===== config.mk =====
export PLATFORM = sky130hd
export DESIGN_NAME = instruction_state_switch
export DESIGN_NICKNAME = d
export VERILOG_FILES = /design/src/hw/byte_lane_steer.v /design/src/hw/instruction_state_switch.v
export VERILOG_INCLUDE_DIRS = /design/src /design/src/include
export SDC_FILE = /design/constraint.sdc
export NUM_CORES = 1
export LEC_CHECK = 0
export BUFFER_PORTS_ARGS = -buffer_cell sky130_fd_sc_hd__buf_2
export CELL_PAD_IN_SITES_DETAIL_PLACEMENT = 2
export CELL_PAD_IN_SITES_GLOBAL_PLACEMENT = 2
export CORE_ASPECT_RATIO = 0.75
export CORE_MARGIN = 5
export CORE_UTILIZATION = 26
export DETAILED_ROUTE_END_ITERATION = 16
export HOLD_SLACK_MARGIN = 0.08
export PLACE_DENSITY = 0.88
export SLEW_MARGIN = 30
export SYNTH_ARGS = -nofsm -noshare
export SYNTH_HDL_FRONTEND = slang
export SYNTH_SLANG_ARGS = --single-unit

===== constraint.sdc =====
create_clock -name clk -period 2.93 [get_ports clk]
set_clock_uncertainty 0.05 [all_clocks]
set_input_delay 0.1465 -clock clk [delete_from_list [all_inputs] [get_ports clk]]
set_output_delay 0.1465 -clock clk [all_outputs]
set_load 0.03 [all_outputs]

===== src/include/instr_state_regs.vh =====
// Constants for the instruction-state switch and byte-lane steering
`ifndef INSTR_STATE_REGS_VH
`define INSTR_STATE_REGS_VH
// State flag encodings
`define STATE_WIDE          1'b0
`define STATE_COMPACT       1'b1
// Operand bit that selects the state on a branch-exchange
`define BX_STATE_BIT        0
// Program counter bit that picks the halfword in compact state
`define PC_HALF_BIT         1
// Program counter increments in bytes
`define PC_STEP_WIDE        32'h00000004
`define PC_STEP_COMPACT     32'h00000002
// Program counter value after reset
`define PC_RESET            32'h00000000
// Exception vector addresses
`define VEC_RESET           32'h00000000
`define VEC_UNDEFINED_INSTRUCTION_TRAP           32'h00000004
`define VEC_SWI             32'h00000008
`define VEC_PABORT          32'h0000000C
`define VEC_DABORT          32'h00000010
`define VEC_IRQ             32'h00000018
`define VEC_FIQ             32'h0000001C
// Exception cause codes
`define EXC_RESET           3'h0
`define EXC_UNDEFINED_INSTRUCTION_TRAP           3'h1
`define EXC_SWI             3'h2
`define EXC_PABORT          3'h3
`define EXC_DABORT          3'h4
`define EXC_IRQ             3'h5
`define EXC_FIQ             3'h6
// Processor mode codes
`define MODE_USR            5'h10
`define MODE_FIQ            5'h11
`define MODE_IRQ            5'h12
`define MODE_SVC            5'h13
`define MODE_ABT            5'h17
`define MODE_UND            5'h1B
`endif


===== src/hw/byte_lane_steer.v =====
// Byte-lane steering between the 32-bit data bus and byte addresses
`include "instr_state_regs.vh"
module byte_lane_steer
(
    // Byte order and address
    input  wire        bigEndian,
    input  wire [1:0]  byteAddr,
    // Bus word in
    input  wire [31:0] busWord,
    // Selected byte and halfword
    output reg  [7:0]  byteOut,
    output reg  [15:0] halfOut
);
    // Lane number counted from the low bits of the bus
    reg [1:0] laneIdx;

    // Byte 0 sits on the top lane in big-endian, bottom lane in little
    always @*
    begin
        laneIdx = bigEndian ? ~byteAddr : byteAddr;
        byteOut = busWord[laneIdx*8 +: 8];
        // Halfword at address 0 is the upper half in big-endian order
        if (bigEndian ^ byteAddr[1])
            halfOut = busWord[31:16];
        else
            halfOut = busWord[15:0];
    end
endmodule // byte_lane_steer


===== src/hw/instruction_state_switch.v =====
// Instruction-state control: wide/compact state, exceptions, fetch path
//
// Overview of operation
// - Wide state runs word-aligned 32-bit instructions
// - Compact state runs halfword-aligned 16-bit instructions
// - Compact state: PC bit 1 picks halfword
// - State switch keeps mode and registers unchanged
// - Branch-exchange with bit 0 set: compact
// - Exception return restores compact if taken there
// - Branch-exchange with bit clear: wide state
// - Any exception, reset included, forces wide state
// - Exception saves PC to link, jumps vector
// - Memory is byte array, four bytes per word
// - Words stored big- or little-endian as configured
// - Big-endian byte 0 on lines 31:24
// - Little-endian byte 0 on lines 7:0
//
// Timing at a glance
// Edge 0: reset released, pc at the reset vector, wide state
// Edge 1: fetch request raised for the word holding pc
// Edge 2: memory answers with the word valid for one cycle
// Edge 3: instruction held valid, compact ones zero-extended
// Advance seen at edge 4: pc steps at that edge and a refetch starts
//
// Flow events are sampled on the rising edge, one per cycle:
// exception entry first, then exception return, then branch-exchange,
// then advance. A lower event in the same cycle is simply dropped, so
// the surrounding core must not rely on two of them landing together.
//
// Exception entry copies the old pc to the link output for one cycle
// and moves to the vector in the same edge. The state flag of the
// interrupted code is kept per exception mode slot, so a return from
// that mode brings back the compact state if it was active at entry.
// Modes that share a slot (reset and software trap, prefetch and data abort) overwrite each
// other; nesting two exceptions of one mode loses the outer state,
// just as a single saved copy per mode would in software.
//
// The fetch path reads whole words only. In compact state the
// halfword is cut out by pc bit 1 through the byte-lane steering, so
// the byte order strap decides which bus half carries it.
// An answer arriving in the same cycle as a flow change is ignored,
// which costs one fetch; a word launched at the change edge still comes from the old path and is issued.
//
`include "instr_state_regs.vh"
module instruction_state_switch
(
    // Clock and reset
    input  wire        clk,
    input  wire        nrst,
    // Byte order strap
    input  wire        bigEndian,
    // Instruction fetch port
    output wire [31:0] fetchAddr,
    output reg         fetchReq,
    input  wire        fetchValid,
    input  wire [31:0] fetchWord,
    // Decoded instruction out
    output reg  [31:0] instrOut,
    output reg         instrValid,
    output reg         instrCompact,
    input  wire        advance,
    // Branch-exchange request
    input  wire        branchExchange,
    input  wire [31:0] branchOperand,
    // Exception request
    input  wire        excReq,
    input  wire [2:0]  excCause,
    // Exception return
    input  wire        excReturn,
    input  wire [31:0] excReturnAddr,
    // State and mode view
    output reg         stateFlag,
    output reg  [4:0]  procMode,
    output reg  [31:0] linkValue,
    output reg         linkWrite,
    output reg  [31:0] pc
);
    // Saved state flag per exception mode
    reg [5:0]  savedState;
    // Vector and mode chosen for the pending cause
    reg [31:0] excVector;
    reg [4:0]  excMode;
    reg [2:0]  excSlot;
    // Previous mode per exception slot, for return
    reg [4:0]  savedMode [0:5];
    // Next values
    reg [31:0] next_pc;
    reg        next_state;
    // Selected halfword from the steering block
    wire [15:0] halfSel;
    // Slot of the mode now active
    reg [2:0]  curSlot;
    integer    i;

    // Word-aligned fetch address: the low bits never reach memory
    assign fetchAddr = {pc[31:2], 2'b00};

    // Halfword pick through the lane steering, by PC bit 1
    byte_lane_steer uSteer
    (
        .bigEndian (bigEndian),
        .byteAddr  ({pc[`PC_HALF_BIT], 1'b0}),
        .busWord   (fetchWord),
        .byteOut   (),
        .halfOut   (halfSel)
    );
    // Map cause to vector, mode and saved-state slot
    always @*
    begin
        case (excCause)
            `EXC_RESET:
            begin
                // Reset enters supervisor at the lowest vector
                excVector = `VEC_RESET;
                excMode   = `MODE_SVC;
                excSlot   = 3'h0;
            end
            `EXC_UNDEFINED_INSTRUCTION_TRAP:
            begin
                // Unknown opcode trap
                excVector = `VEC_UNDEFINED_INSTRUCTION_TRAP;
                excMode   = `MODE_UND;
                excSlot   = 3'h1;
            end
            `EXC_SWI:
            begin
                // Software trap shares the supervisor slot
                excVector = `VEC_SWI;
                excMode   = `MODE_SVC;
                excSlot   = 3'h0;
            end
            `EXC_PABORT:
            begin
                // Fetch abort
                excVector = `VEC_PABORT;
                excMode   = `MODE_ABT;
                excSlot   = 3'h2;
            end
            `EXC_DABORT:
            begin
                // Data abort shares the abort slot
                excVector = `VEC_DABORT;
                excMode   = `MODE_ABT;
                excSlot   = 3'h2;
            end
            `EXC_IRQ:
            begin
                // Normal interrupt
                excVector = `VEC_IRQ;
                excMode   = `MODE_IRQ;
                excSlot   = 3'h3;
            end
            `EXC_FIQ:
            begin
                // Fast interrupt
                excVector = `VEC_FIQ;
                excMode   = `MODE_FIQ;
                excSlot   = 3'h4;
            end
            default:
            begin
                // Unused cause code treated as an unknown opcode
                excVector = `VEC_UNDEFINED_INSTRUCTION_TRAP;
                excMode   = `MODE_UND;
                excSlot   = 3'h1;
            end
        endcase
    end

    // Slot of the current exception mode, used on return
    always @*
    begin
        case (procMode)
            `MODE_SVC: curSlot = 3'h0;
            `MODE_UND: curSlot = 3'h1;
            `MODE_ABT: curSlot = 3'h2;
            `MODE_IRQ: curSlot = 3'h3;
            `MODE_FIQ: curSlot = 3'h4;
            default:   curSlot = 3'h5;
        endcase
    end

    // Next PC and state: exception beats return beats branch beats step
    // Targets are forced to the alignment of the state they enter, so
    // a stray low bit in an operand never produces an odd fetch.
    // Registers other than pc and the state flag are never touched here.
    always @*
    begin
        next_pc    = pc;
        next_state = stateFlag;
        if (excReq)
        begin
            next_pc    = excVector;
            next_state = `STATE_WIDE;
        end
        else if (excReturn)
        begin
            next_state = savedState[curSlot];
            // Align to the restored state
            if (savedState[curSlot] == `STATE_COMPACT)
                next_pc = {excReturnAddr[31:1], 1'b0};
            else
                next_pc = {excReturnAddr[31:2], 2'b00};
        end
        else if (branchExchange)
        begin
            if (branchOperand[`BX_STATE_BIT])
            begin
                next_state = `STATE_COMPACT;
                next_pc    = {branchOperand[31:1], 1'b0};
            end
            else
            begin
                next_state = `STATE_WIDE;
                next_pc    = {branchOperand[31:2], 2'b00};
            end
        end
        else if (instrValid && advance)
        begin
            // Step size follows the single state flag
            next_pc = pc + ((stateFlag == `STATE_COMPACT) ?
                      `PC_STEP_COMPACT : `PC_STEP_WIDE);
        end
    end

    // PC, state flag, mode and link register update
    always @(posedge clk)
    begin
        if (!nrst)
        begin
            // Reset behaves as an exception into wide state
            pc         <= `VEC_RESET;
            stateFlag  <= `STATE_WIDE;
            procMode   <= `MODE_SVC;
            savedState <= 6'h00;
            linkValue  <= 32'h00000000;
            linkWrite  <= 1'b0;
            for (i = 0; i < 6; i = i + 1)
                savedMode[i] <= `MODE_SVC;
        end
        else
        begin
            pc        <= next_pc;
            stateFlag <= next_state;
            linkWrite <= 1'b0;
            if (excReq)
            begin
                // PC goes to the banked link of the new mode
                linkValue          <= pc;
                linkWrite          <= 1'b1;
                procMode           <= excMode;
                savedState[excSlot] <= stateFlag;
                savedMode[excSlot] <= procMode;
            end
            else if (excReturn && curSlot != 3'h5)
                procMode <= savedMode[curSlot];
            // Branch-exchange touches only PC and state, never mode
        end
    end

    // Fetch and instruction issue
    // The request stays up until the word arrives; a flow change
    // keeps it up so the new path is fetched without a gap.
    always @(posedge clk)
    begin
        if (!nrst)
        begin
            fetchReq     <= 1'b0;
            instrOut     <= 32'h00000000;
            instrValid   <= 1'b0;
            instrCompact <= `STATE_WIDE;
        end
        else if (excReq || excReturn || branchExchange || (instrValid && advance))
        begin
            // Flow change or consumed: drop the held instruction, refetch
            instrValid <= 1'b0;
            fetchReq   <= 1'b1;
        end
        else if (fetchReq && fetchValid)
        begin
            fetchReq     <= 1'b0;
            instrValid   <= 1'b1;
            instrCompact <= stateFlag;
            if (stateFlag == `STATE_COMPACT)
                instrOut <= {16'h0000, halfSel};
            else
                instrOut <= fetchWord;
        end
        else if (!instrValid)
            fetchReq <= 1'b1;
    end
endmodule // instruction_state_switch


-- Word level (Yosys, flattened, before mapping)
Memory sizes are Yosys's and may differ from the RTL's.
Index checks and enable logic that the tools add are counted.
- multiplexer cells: 33
- multiply operators: 0
- bitwise logic cells: 3
- $lt $le $gt $ge: 3
- equal/unequal tests: 12
- shift operators: 0
- $add $sub $neg: 1
- divide/modulo/power cells: 0
- reduce and logical (&&, ||, !) cells: 17
- operators by type and width (cell ; count):
    32-bit 2-to-1 mux ; 5
    32-bit by 3-bit adder with 32-bit output ; 1
    5-bit one-hot mux with 6 select lines ; 1
    5-bit == test (second input constant) ; 5
    16-bit 2-to-1 mux ; 1
    4-bit one-hot mux with 4 select lines ; 1
    5-bit 2-to-1 mux ; 3
    3-bit one-hot mux with 5 select lines ; 1
    1-bit 2-to-1 mux ; 13
    3-bit one-hot mux with 4 select lines ; 1
    3-bit == test (second input constant) ; 3
    3-bit by 4-bit < comparator with 1-bit output (second input constant) ; 2
    2-bit OR reduction ; 4
    6-bit bitwise mux ; 1
    3-bit by 2-bit == test with 1-bit output (second input constant) ; 2
    3-bit 2-to-1 mux ; 2
    5-bit OR reduction ; 1
    1-bit logical AND ; 4
    2-bit 2-to-1 mux ; 2
    2-bit nonzero test ; 2
    4-bit nonzero test ; 1
    1-bit binary-select mux with 3-bit select ; 1
    1-bit demux with 3-bit select ; 1
    3-bit by 1-bit >= comparator with 1-bit output (second input constant) ; 1
    other kinds (7) ; 10
- input port bits: 107
- bits in read-only memories: 0
- memories kept: 1
- logic and storage cells: 80
- bits in latches: 0
- memory bits (writable): 30
- output and inout port bits: 138
- register bits: 112
- memories (name ; depth ; width ; rd ports ; clocked after memory_dff ; write ports ; line ; source):
    savedMode ; 6 ; 5 ; 1 ; 0 ; 6 ; instruction_state_switch.v:85 ; reg [4:0] savedMode [0:5];

-- Logic depth before layout (Yosys ltp)
Gate-level depths: netlist of run 1.
- depth in word-level cells: 8
- gate-level depth with buffers: 10
- mapped depth without buffers: 8

-- Hierarchy
Synthesis of run 1 repeated with hierarchy kept, for this count alone.
- cells, all modules: 865
- area total of the unflattened synthesis: 7648.6 sq um
- by module, submodules not included (module ; cells each ; times used ; area each (sq um) ; sequential area each (sq um)):
    instruction_state_switch ; 837 ; 1 ; 7206.9 ; 3012.9
    byte_lane_steer ; 28 ; 1 ; 441.7 ; 0.0

-- Worst setup path before layout of run 1
OpenSTA, ideal clock, no wires.
- path type: flip-flop to flip-flop
- start: register stateFlag
- end: register pc[20]
- library setup time: 95 ps
- arrival time: 2809 ps
- setup slack: -25 ps
- required time: 2785 ps
- clock period less this slack: 2955 ps
- buffers on the path: 3
- cell stages (with the launch flop): 10
- path through: dfxtp_1 > clkbuf_1 > clkinv_1 > clkbuf_1 > ha_1 > a21oi_1 > or3_1 > buf_2 > or4_1 > a221oi_1
- cells in the longest elaborated chain, start to end: 6
- ends and longest elaborated chain (what ; line ; source):
    start: declaration ; instruction_state_switch.v:72 ; output reg stateFlag,
    start signal: assignment ; instruction_state_switch.v:233 ; stateFlag <= `STATE_WIDE;
    start signal: assignment ; instruction_state_switch.v:244 ; stateFlag <= next_state;
    3-bit 2-to-1 mux (no source line) ; n/a ;
    32-bit by 3-bit adder with 32-bit output ; instruction_state_switch.v:221 ; next_pc = pc + ((stateFlag == `STATE_COMPACT) ?
    32-bit 2-to-1 mux ; instruction_state_switch.v:218 ; else if (instrValid && advance)
    32-bit 2-to-1 mux ; instruction_state_switch.v:205 ; else if (branchExchange)
    32-bit 2-to-1 mux ; instruction_state_switch.v:196 ; else if (excReturn)
    32-bit 2-to-1 mux ; instruction_state_switch.v:191 ; if (excReq)
    end signal: assignment ; instruction_state_switch.v:232 ; pc <= `VEC_RESET;
    end signal: assignment ; instruction_state_switch.v:243 ; pc <= next_pc;
    end: declaration ; instruction_state_switch.v:76 ; output reg [31:0] pc
Every way passes these cells. The select of a mux whose other input is x is not followed.
A chain may end at the register's enable or synchronous reset.

-- Worst setup path after layout of run 1
- start: register pc[1]
- end: register pc[27]
- cells in the longest elaborated chain, start to end: 5
- ends and longest elaborated chain (what ; line):
    32-bit by 3-bit adder with 32-bit output ; instruction_state_switch.v:221
    32-bit 2-to-1 mux ; instruction_state_switch.v:218
    32-bit 2-to-1 mux ; instruction_state_switch.v:205
    32-bit 2-to-1 mux ; instruction_state_switch.v:196
    32-bit 2-to-1 mux ; instruction_state_switch.v:191
Every way passes these cells. The select of a mux whose other input is x is not followed.

==> summary.md, run 1 <==
| Metric | Value |
|---|---|
| Run status | `complete, no violations` |
| Final Util | `0.355` |
| Share of cells above drive strength 1 | `0.290` |
| CTS max path bufs | `2` |
| Final Wtd Congestion | `0.866` |
| WS Path Type | `reg -> reg` |
| Num CTS Buffers | `17` |
| Detailed-route vias per instance | `~5.3` |
| Reg2reg start | `pc[1]$_SDFFE_PN0P_` |
| Setup crit end kind | `flop` |
| Clock network power share | `0.428` |
| Setup crit start | `pc[1]$_SDFFE_PN0P_` |
| Internal Power | `3630 uW` |
| RSZ-0062 raised after global routing | `false` |
| Setup TNS | `0 ps` |
| Vias in the first global route | `8387` |
| Die Ht | `154 um` |
| Area Overhead vs Synth | `33.9%` |
| Startpoint types | `flop` |
| Cell Rows | `52` |
| Commonest non-fill, non-tap cell in the layout | `buf_2` |
| Min-Delay Path Class | `in -> reg` |
| Worst Hold Depth | `5` |
| Register area | `between 3000 and 4000 um^2` |
| Starting Density | `0.265` |
| Gate power share | `0.175` |
| Largest net degree at the start of global routing | `50` |
| Via count | `7638` |
| Hold_ws | `105 ps` |
| Worst-path fanout max | `6` |
| Commonest cells after routing, fill and taps aside | `buf_2 (238), dfxtp_1 (109), nor2_1 (87), nand2_1 (71), mux2i_1 (57)` |
| Die area | `a little over 30000 um^2` |
| Number of synthesized flops with an enable pin | `27` |
| Clock transition at path regs | `60 ps` |
| YS warnings | `0` |
| CTS root buffer | `clkbuf_16` |
| Htree depth | `4` |
| CTS tree | `done` |
| Die Span X | `202 um` |
| Area of the multi-input gates | `3620 um^2` |
| R2R Path End | `pc[27]$_SDFFE_PN0P_` |
| Syn Area/Cell | `~8.6 um^2` |
| FF-to-FF setup slack | `130 ps` |
| Seq/Total Area, Yosys | `0.419` |
| DR WL/cell | `23.0 um` |
| Slowest-stage cell, CP | `or4_4` |
| Min Clock Period, post-route | `2800 ps` |
| First-pass GRT wire length | `50900 um` |
| CP required | `~3300 ps` |
| Leakage power | `0.00418 uW` |
| Pwr dens | `541 nW/um^2` |
| Leading area contributor after synthesis | `dfxtp_1` |
| Post-route cell area | `9630 um^2` |
| Initial antenna violation count | `3` |
| Worst EP arrival | `3130 ps` |
| Endpoints failing hold | `0` |
| Reg2Reg Depth | `8` |
| Crit path cell chain | `ha_1, inv_1, fa_1, nor2b_1, nand3_4, or4_4, or4_1, nand3_1` |
| Unique masters post-synth | `72` |
| I/O Buffers | `239` |
| Post-DP HPWL | `22900 um` |
| Layout fillers | `slightly above 3000` |
| Maxcap violations | `0` |
| Drt total wl | `between 30000 and 40000 um` |
| FF+latch count, synth | `137` |
| Main synth FF type | `dfxtp_1` |
| CTS Sinks | `137` |
| Peak VDD IR | `roughly 410 uV` |
| Synthesized instance count | `835` |
| Switching share of power | `0.303` |
| Yosys top cell area share | `0.306` |
| Switching power | `1580 uW` |
| Number of primary I/O pins | `245` |
| Mapped cell area | `7200 um^2` |
| Core area | `27100 um^2` |
| Starting DRT DRC Count | `401` |
| Antenna Nets Post-Route | `0` |
| Post-CTS Setup Inserts | `0` |
| DP Area | `8560 um^2` |
| Clk_lat worst skew | `approximately 430 ps` |
| Max-slew violation count | `0` |
| CP max stage delay | `590 ps` |
| Nets | `1184` |
| Gr ovfl total | `0` |
| Final worst-path cycle share | `0.957` |
| Number of detailed-route iterations in the first pass | `5` |
| Drc violations | `0` |
| Tot GR Track Use | `0.208` |
| Async set-reset flop share out of synthesis | `0` |
| Worst Tran Pin Value | `around 1000 ps` |
| Crit path to | `pc[27]$_SDFFE_PN0P_` |
| Flop pwr share | `0.398` |
| Fmax | `0.357 GHz` |
| Final setup fails | `0` |
| Slew headroom | `0.318` |
| Synth area leaders | `dfxtp_1 (31%), edfxtp_1 (11%), mux2i_1 (7.9%), nor2_1 (4.6%), nand2_1 (3.7%)` |
-- logic make-up (layout without fill, tap and decap cells) --
group / Yosys count / in the layout / synth area share
XOR/XNOR: 11 / 11 / 0.0134
buffers and inverters: 118 / 365 / 0.0815
AND/OR/NAND/NOR: 306 / 306 / 0.210
multiplexers: 60 / 60 / 0.0840
flip-flops: 137 / 137 / 0.419
other: 1 / 7 / 0.000521
adder cells (fa/ha/maj): 4 / 4 / 0.00765
AO/OA/AOI/OAI: 198 / 198 / 0.184
-- layout make-up --
class / instances / area share
tap: 351 / 0.0456
timing repair buffer: 314 / 0.197
sequential: 137 / 0.313
clock inverter: 10 / 0.0122
multi-input combinational: 585 / 0.376
clock buffer: 22 / 0.0494
inverter: 19 / 0.00753
antenna: 1 / 0.000260
-- per-layer routing --
| metal | global-route usage | share of wire |
|---|---|---|
| met1 | 0.263 | 0.44 |
| met2 | 0.353 | 0.48 |
| met3 | 0.0581 | 0.068 |
| met4 | 0.0543 | 0.018 |
| met5 | 0 | 0.00063 |
-- synth_stat cells (all sizes together), types with 3 or more instances --
cell	count
a211o	6
a211oi	24
a21o	4
a21oi	49
a221oi	3
a22o	3
a22oi	9
a311oi	4
a31oi	7
a32oi	4
and2	6
and3	7
and4	3
buf	50
clkbuf	49
dfxtp	110
edfxtp	27
inv	18
mux2	3
mux2i	57
nand2	71
nand2b	9
nand3	43
nand4	9
nor2	88
nor2b	9
nor3	19
nor3b	5
nor4	10
o211ai	3
o21ai	27
o22ai	24
o2bb2ai	5
o31ai	6
o32ai	7
or2	5
or3	11
or4	4
xnor2	7
xor2	4
-- critical path: cells and delay by family, from the launching register on --
| family | cells | cell delay (ps) |
|---|---|---|
| flops | 1 | 330 |
| simple gates | 5 | 1670 |
| fa+ha+maj | 2 | 610 |
| buf+inv | 1 | 70 |
-- what timing repair did --
action                                  CTS  global route
endpoints found under the setup margin    0             0
resized for setup                         0             0
hold buffers                             48             0
endpoints found under the hold margin    44             0
-- how the worst min path moves through the flow --
stage | from | to | slack (ps)
after CTS | nrst | pc[2]$_SDFFE_PN0P_ | 90
after global placement | fetchValid | instrValid$_SDFFE_PP0P_ | 380
after floorplan | fetchValid | instrValid$_SDFFE_PP0P_ | 240
after global routing | excReturnAddr[21] | pc[21]$_SDFFE_PN0P_ | 110
after detailed placement | fetchWord[16] | instrOut[16]$_SDFFE_PN0P_ | 390
final | excReturnAddr[28] | pc[28]$_SDFFE_PN0P_ | 100
-- sequential cells by signal, indices dropped and copies added (netlist names) --
register and cells:
stateFlag 1, instrOut 32, instrCompact 1, linkValue 31
savedMode 27, pc 31, fetchReq 1, savedState 6
procMode 5, instrValid 1, linkWrite 1
-- through the flow --
| stage | cells | worst slack (ps) | total power (uW) |
|---|---|---|---|
| after floorplan | 840 | 89.3 | 2630 |
| after global placement | 1358 | 213 | 2920 |
| after detailed placement | 1358 | 165 | 2950 |
| after CTS | 1438 | 124 | 5250 |
| after global routing | 1439 | 17.0 | 5430 |
| final | 1439 | 127 | 5210 |
-- power by group through the flow --
stage	logic (uW)	clock network, uW	registers, uW
after global placement	819	0	2100
after CTS	901	2280	2070
final	911	2230	2070
after global routing	974	2380	2080
after floorplan	458	0	2170
after detailed placement	844	0	2110
(Power assumes the default switching activity.)
==> inputs of run 2 (changes only) <==
--- a/config.mk
+++ b/config.mk
@@ -6,15 +6,16 @@
 export SDC_FILE = /design/constraint.sdc
 export NUM_CORES = 1
 export LEC_CHECK = 0
-export BUFFER_PORTS_ARGS = -buffer_cell sky130_fd_sc_hd__buf_2
+export ABC_AREA = 1
 export CELL_PAD_IN_SITES_DETAIL_PLACEMENT = 2
 export CELL_PAD_IN_SITES_GLOBAL_PLACEMENT = 2
 export CORE_ASPECT_RATIO = 0.75
 export CORE_MARGIN = 5
-export CORE_UTILIZATION = 26
+export CORE_UTILIZATION = 30
 export DETAILED_ROUTE_END_ITERATION = 16
+export DONT_BUFFER_PORTS = 1
 export HOLD_SLACK_MARGIN = 0.08
-export PLACE_DENSITY = 0.88
+export PLACE_DENSITY = 0.86
 export SLEW_MARGIN = 30
 export SYNTH_ARGS = -nofsm -noshare
 export SYNTH_HDL_FRONTEND = slang
==> run 2 against run 1 <==
Compared with the run above:
- core utilization is 4.0 points higher
- synthesized cell count grew 18%
- worst hold slack lost 33 ps
- synthesized area is 1.6% lower
- first-iteration DRC count grew 17%
- sequential share of layout area grew 2.4 points
- maximum frequency is 0.99% lower
- power up 6.3%
==> summary.md, run 2 <==
| Metric | Value |
|---|---|
| Run status | `complete, no violations` |
| Vias in the first global route | `approximately 8500` |
| Final worst-path cycle share | `0.966` |
| Clock transition at path regs | `roughly 70 ps` |
| Leading area contributor after synthesis | `dfxtp_1` |
| Synth area leaders | `dfxtp_1 (31%), nand2_1 (16%), edfxtp_1 (12%), a21oi_1 (6.1%), inv_1 (4.7%)` |
| Commonest cells after routing, fill and taps aside | `nand2_1 (304), dfxtp_1 (110), dlygate4sd3_1 (98), inv_1 (86), a21oi_1 (84)` |
| Gr ovfl total | `0` |
| Cells after DPL | `between 1000 and 1500` |
| Synthesized instance count | `988` |
| Yosys top cell area share | `0.311` |
| Async set-reset flop share out of synthesis | `0` |
| Maxcap violations | `0` |
| Core area | `23100 um^2` |
| Via count | `7718` |
| Min Clock Period, post-route | `2830 ps` |
| Top reg by flops | `instrOut` |
| CTS root buffer | `clkbuf_16` |
| Setup TNS | `0 ps` |
| Syn Area/Cell | `between 7 and 8 um^2` |
| Top-count cell post-synth | `nand2_1` |
| CTS tree | `done` |
| FF+latch count, synth | `139` |
| Max reg flops | `32` |
| Area of the multi-input gates | `3290 um^2` |
| Main synth FF type | `dfxtp_1` |
| Startpoint types | `input port` |
| DR WL/cell | `24.8 um` |
| Unique masters post-synth | `44` |
| Area Overhead vs Synth | `29.0%` |
| First-pass GRT wire length | `approximately 53000 um` |
| Slew headroom | `0.388` |
| Commonest non-fill, non-tap cell in the layout | `nand2_1` |
| Setup crit end kind | `flop` |
| Drt total wl | `34800 um` |
| Final setup fails | `0` |
| Commonest cells post-synth | `nand2_1 (304), dfxtp_1 (110), inv_1 (88), a21oi_1 (86), nor2_1 (72)` |
| Post-route cell area | `9130 um^2` |
| Total Power | `5540 uW` |
| Die area | `26800 um^2` |
| Initial antenna violation count | `4` |
| Detailed-route vias per instance | `5.50` |
| Endpoints failing hold | `0` |
| Cell Rows | `48` |
| Final Util | `0.395` |
| Top flop regs | `instrOut x32, linkValue x31, pc x31` |
| Antenna Nets Post-Route | `0` |
| Die Ht | `143 um` |
| Starting Density | `0.306` |
| Worst Tran Pin Value | `916 ps` |
| Layout fillers | `2634` |
| Min-Delay Path Class | `in -> reg` |
| CP required | `3220 ps` |
| Number of detailed-route iterations in the first pass | `5` |
| YS warnings | `0` |
| Die Span X | `187 um` |
| CTS Sinks | `about 140` |
| Drc violations | `0` |
| Htree depth | `4` |
| Fmax | `0.353 GHz` |
| Share of cells above drive strength 1 | `0.0962` |
| Post-DP HPWL | `22200 um` |
| Num CTS Buffers | `17` |
| Worst EP arrival | `3120 ps` |
| Starting DRT DRC Count | `470` |
| WS Path Type | `in -> reg` |
| DP Area | `7450 um^2` |
| Pwr dens | `607 nW/um^2` |
| Leakage power | `0.00347 uW` |
| Peak VDD IR | `slightly below 400 uV` |
| I/O Buffers | `0` |
| Register area | `a little over 3000 um^2` |
| Tot GR Track Use | `0.255` |
| Number of primary I/O pins | `245` |
| Largest net degree at the start of global routing | `34` |
| Fin cells | `1404` |
| Number of synthesized flops with an enable pin | `29` |
| CTS max path bufs | `2` |
| Mapped cell area | `slightly above 7000 um^2` |
| Nets | `1199` |
| Final Wtd Congestion | `0.884` |
| Max-slew violation count | `0` |
| Seq/Total Area, Yosys | `0.434` |
| Clk_lat worst skew | `between 400 and 500 ps` |
| Worst-path fanout max | `15` |
-- run 2: cell count changes in the layout (fill, tap and decap cells not counted), sizes merged, moves of 12 or more --
cell | before | now
dlygate4sd3 | 48 | 98
nand2 | 71 | 305
a21oi | 49 | 86
nor2 | 88 | 76
o211ai | 3 | 24
o21ai | 27 | 54
buf | 266 | 51
inv | 18 | 92
a211oi | 24 | 0
mux2i | 57 | 0
-- run 2: area by class of cell --
cell class,instances,share of cell area
multi-input combinational,687,0.361
sequential,139,0.337
timing repair buffer,149,0.150
clock buffer,21,0.0482
tap,300,0.0411
inverter,95,0.0391
clock inverter,11,0.0238
antenna,2,0.000548
-- run 2: cells by family (layout without fill, tap and decap cells) --
| logic type | Yosys count | after routing | synth area share |
|---|---|---|---|
| other | 1 | 10 | 0.000530 |
| xor gates and xnor gates | 8 | 8 | 0.00990 |
| and+or+nand+nor | 460 | 460 | 0.268 |
| DFF | 139 | 139 | 0.434 |
| adders and majority gates | 3 | 3 | 0.00636 |
| AOI/OAI and AO/OA | 208 | 208 | 0.171 |
| buffers and inverters | 169 | 276 | 0.110 |
-- run 2: power breakdown --
group	leakage, uW	switching, uW	internal, uW
combinational	0.00203	628	288
clock	0.000311	906	1600
sequential	0.00114	103	2020
total	0.00347	1640	3900
-- run 2: routing by layer --
layer | wire length, um | GRT usage | up-vias
met5 | 21 | 0 | -
met4 | 1480 | 0.110 | 4
met3 | 2840 | 0.0838 | 97
met2 | 16100 | 0.422 | 369
met1 | 14300 | 0.306 | 3813
li1 | - | - | 3435
-- run 2: metrics by stage --
stage	hold WS, ps	setup slack [ps]
finish	72.0	98.9
global placement	186	380
CTS	80.9	69.2
detailed placement	213	246
floorplan	235	197
global route	91.5	-6.69
-- run 2: worst paths after layout --
kind | start | to | slack, ps | depth (start not counted)
worst min register to register | savedState[5]$_SDFFE_PN0P_ | savedState[5]$_SDFFE_PN0P_ | 410 | 2
worst min-delay path | branchOperand[7] | pc[7]$_SDFFE_PN0P_ | 70 | 4
worst max-delay path | excReturn | pc[24]$_SDFFE_PN0P_ | 100 | 8
worst max register to register | stateFlag$_SDFFE_PP0P_ | pc[24]$_SDFFE_PN0P_ | 110 | 13
-- run 2: what timing repair did --
action                                  4_1_cts  5_1_grt
hold endpoints to repair                    103        0
buffers inserted                              0        0
gates resized for setup                       0       10
hold buffers                                 98        0
endpoints found under the setup margin        0        4
-- run 2: worst max-delay path: stages --
cell           delay [ps]
dlygate4sd3_1        1130
nor2_4                210
buf_4                 250
a21oi_2               150
buf_4                 290
o211ai_1              150
dlygate4sd3_1         580
a21oi_1               190
==> inputs of run 3 (changes only) <==
--- a/config.mk
+++ b/config.mk
@@ -6,16 +6,15 @@
 export SDC_FILE = /design/constraint.sdc
 export NUM_CORES = 1
 export LEC_CHECK = 0
-export ABC_AREA = 1
 export CELL_PAD_IN_SITES_DETAIL_PLACEMENT = 2
 export CELL_PAD_IN_SITES_GLOBAL_PLACEMENT = 2
 export CORE_ASPECT_RATIO = 0.75
 export CORE_MARGIN = 5
-export CORE_UTILIZATION = 30
+export CORE_UTILIZATION = 33
 export DETAILED_ROUTE_END_ITERATION = 16
 export DONT_BUFFER_PORTS = 1
-export HOLD_SLACK_MARGIN = 0.08
-export PLACE_DENSITY = 0.86
+export HOLD_SLACK_MARGIN = 0.15
+export PLACE_DENSITY = 0.88
 export SLEW_MARGIN = 30
 export SYNTH_ARGS = -nofsm -noshare
 export SYNTH_HDL_FRONTEND = slang
==> run 3 against run 2 <==
Compared with the run above:
- die area shrank 7.1%
- register-to-register slack about the same
- via count decreased by 6.1%
- first-iteration DRC count decreased by 20%
- critical path type is now reg -> reg
- largest power group unchanged
==> summary.md, run 3 (synthesis gave the netlist of run 1 again) <==
| Metric | Value |
|---|---|
| Run status | `complete, no violations` |
| Startpoint types | `flop` |
| Die area | `about 25000 um^2` |
| Clk_lat worst skew | `440 ps` |
| Endpoints failing hold | `0` |
| CTS tree | `done` |
| Starting Density | `0.338` |
| Commonest non-fill, non-tap cell in the layout | `dlygate4sd3_1` |
| Final worst-path cycle share | `0.965` |
| DR WL/cell | `roughly 27 um` |
| Number of detailed-route iterations in the first pass | `4` |
| Core area | `about 21000 um^2` |
| Max reg flops | `32` |
| Tot GR Track Use | `0.262` |
| Total Power | `approximately 5100 uW` |
| Vias in the first global route | `8062` |
| Starting DRT DRC Count | `between 300 and 400` |
| Top flop regs | `instrOut x32, linkValue x31, pc x31` |
| Min Clock Period, post-route | `between 2000 and 3000 ps` |
| Fmax | `0.354 GHz` |
| Drt total wl | `33300 um` |
| Final Wtd Congestion | `0.869` |
| Htree depth | `4` |
| RSZ-0062 raised after global routing | `true` |
| Cells after DPL | `1082` |
| Largest net degree at the start of global routing | `57` |
| CTS Sinks | `137` |
| Final Util | `0.431` |
| Antenna Nets Post-Route | `0` |
| Leakage power | `approximately 0.0035 uW` |
| Num CTS Buffers | `17` |
| I/O Buffers | `0` |
| CTS root buffer | `clkbuf_16` |
| Initial antenna violation count | `2` |
| Pwr dens | `554 nW/um^2` |
| Clock transition at path regs | `70 ps` |
| Share of cells above drive strength 1 | `0.119` |
| Drc violations | `0` |
| Die Ht | `138 um` |
| Fin cells | `between 1000 and 1500` |
| CP required | `3260 ps` |
| Commonest cells after routing, fill and taps aside | `dlygate4sd3_1 (109), dfxtp_1 (108), nor2_1 (87), nand2_1 (71), mux2i_1 (57)` |
| Worst Tran Pin Value | `roughly 1000 ps` |
| Maxcap violations | `0` |
| Area Overhead vs Synth | `27.7%` |
| Via count | `7251` |
| Peak VDD IR | `377 uV` |
| Post-DP HPWL | `20800 um` |
| Worst-path fanout max | `8` |
| Top reg by flops | `instrOut` |
| First-pass GRT wire length | `50200 um` |
| Number of primary I/O pins | `around 250` |
| Gr ovfl total | `0` |
| WS Path Type | `reg -> reg` |
| Die Span X | `181 um` |
| Detailed-route vias per instance | `5.90` |
| Final setup fails | `0` |
| Min-Delay Path Class | `in -> reg` |
| Max-slew violation count | `0` |
| Nets | `1036` |
| Setup crit end kind | `flop` |
| Worst EP arrival | `3150 ps` |
| CTS max path bufs | `2` |
| Cell Rows | `46` |
| Slew headroom | `0.334` |
==> run 3: critical path: stages (launching register included) <==
cell and delay [ps]:
dfxtp_2 360, buf_6 190, clkinv_1 100, ha_1 310
a21oi_1 110, nor3_1 210, buf_4 190, nand4_1 170
xor2_1 190, o32ai_1 290, dlygate4sd3_1 600
==> run 3: metrics by stage <==
stage,TNS (ps),instance area (um^2),hold WS (ps),setup WS [ps]
floorplan,0,7220,241,89.3
global placement,0,7460,184,224
detailed placement,0,7460,181,138
CTS,0,9150,151,68.7
global route,-32.2,9180,167,-31.5
finish,0,9190,154,103
==> run 3: final timing paths <==
check,start,end,slack [ps],cells past startpoint
worst max-delay path,stateFlag$_SDFFE_PP0P_,pc[16]$_SDFFE_PN0P_,100,10
worst min-delay path,excReturnAddr[13],pc[13]$_SDFFE_PN0P_,150,3
worst min register to register,savedState[5]$_SDFFE_PN0P_,savedState[5]$_SDFFE_PN0P_,440,1
worst max register to register,stateFlag$_SDFFE_PP0P_,pc[16]$_SDFFE_PN0P_,100,10
==> run 3: report_power, final <==
part	internal, uW	switching (uW)
clock	1120	1000
sequential	1980	122
combinational	326	542
total	3420	1670
==> run 3: per-layer routing <==
layer  vias to the layer above  share of wire  track usage
met1                      3712           0.41        0.313
met5                         -        0.00021            0
met2                       314           0.50        0.474
met4                         2          0.015       0.0684
li1                       3185              -            -
met3                        38          0.069       0.0684
==> run 3: area by class of cell <==
cell class	instances	area [um^2]
antenna	3	7.51
sequential	137	3020
fill	2304	12100
clock inverter	15	128
inverter	19	72.6
multi-input combinational	585	3620
timing repair buffer	166	1560
clock buffer	17	425
tap	288	360
==> run 3: what timing repair did <==
action,4_1_cts,5_1_grt
buffers inserted,0,2
resized for setup,0,4
setup endpoints to repair,0,5
endpoints found under the hold margin,145,0
hold buffers,111,0
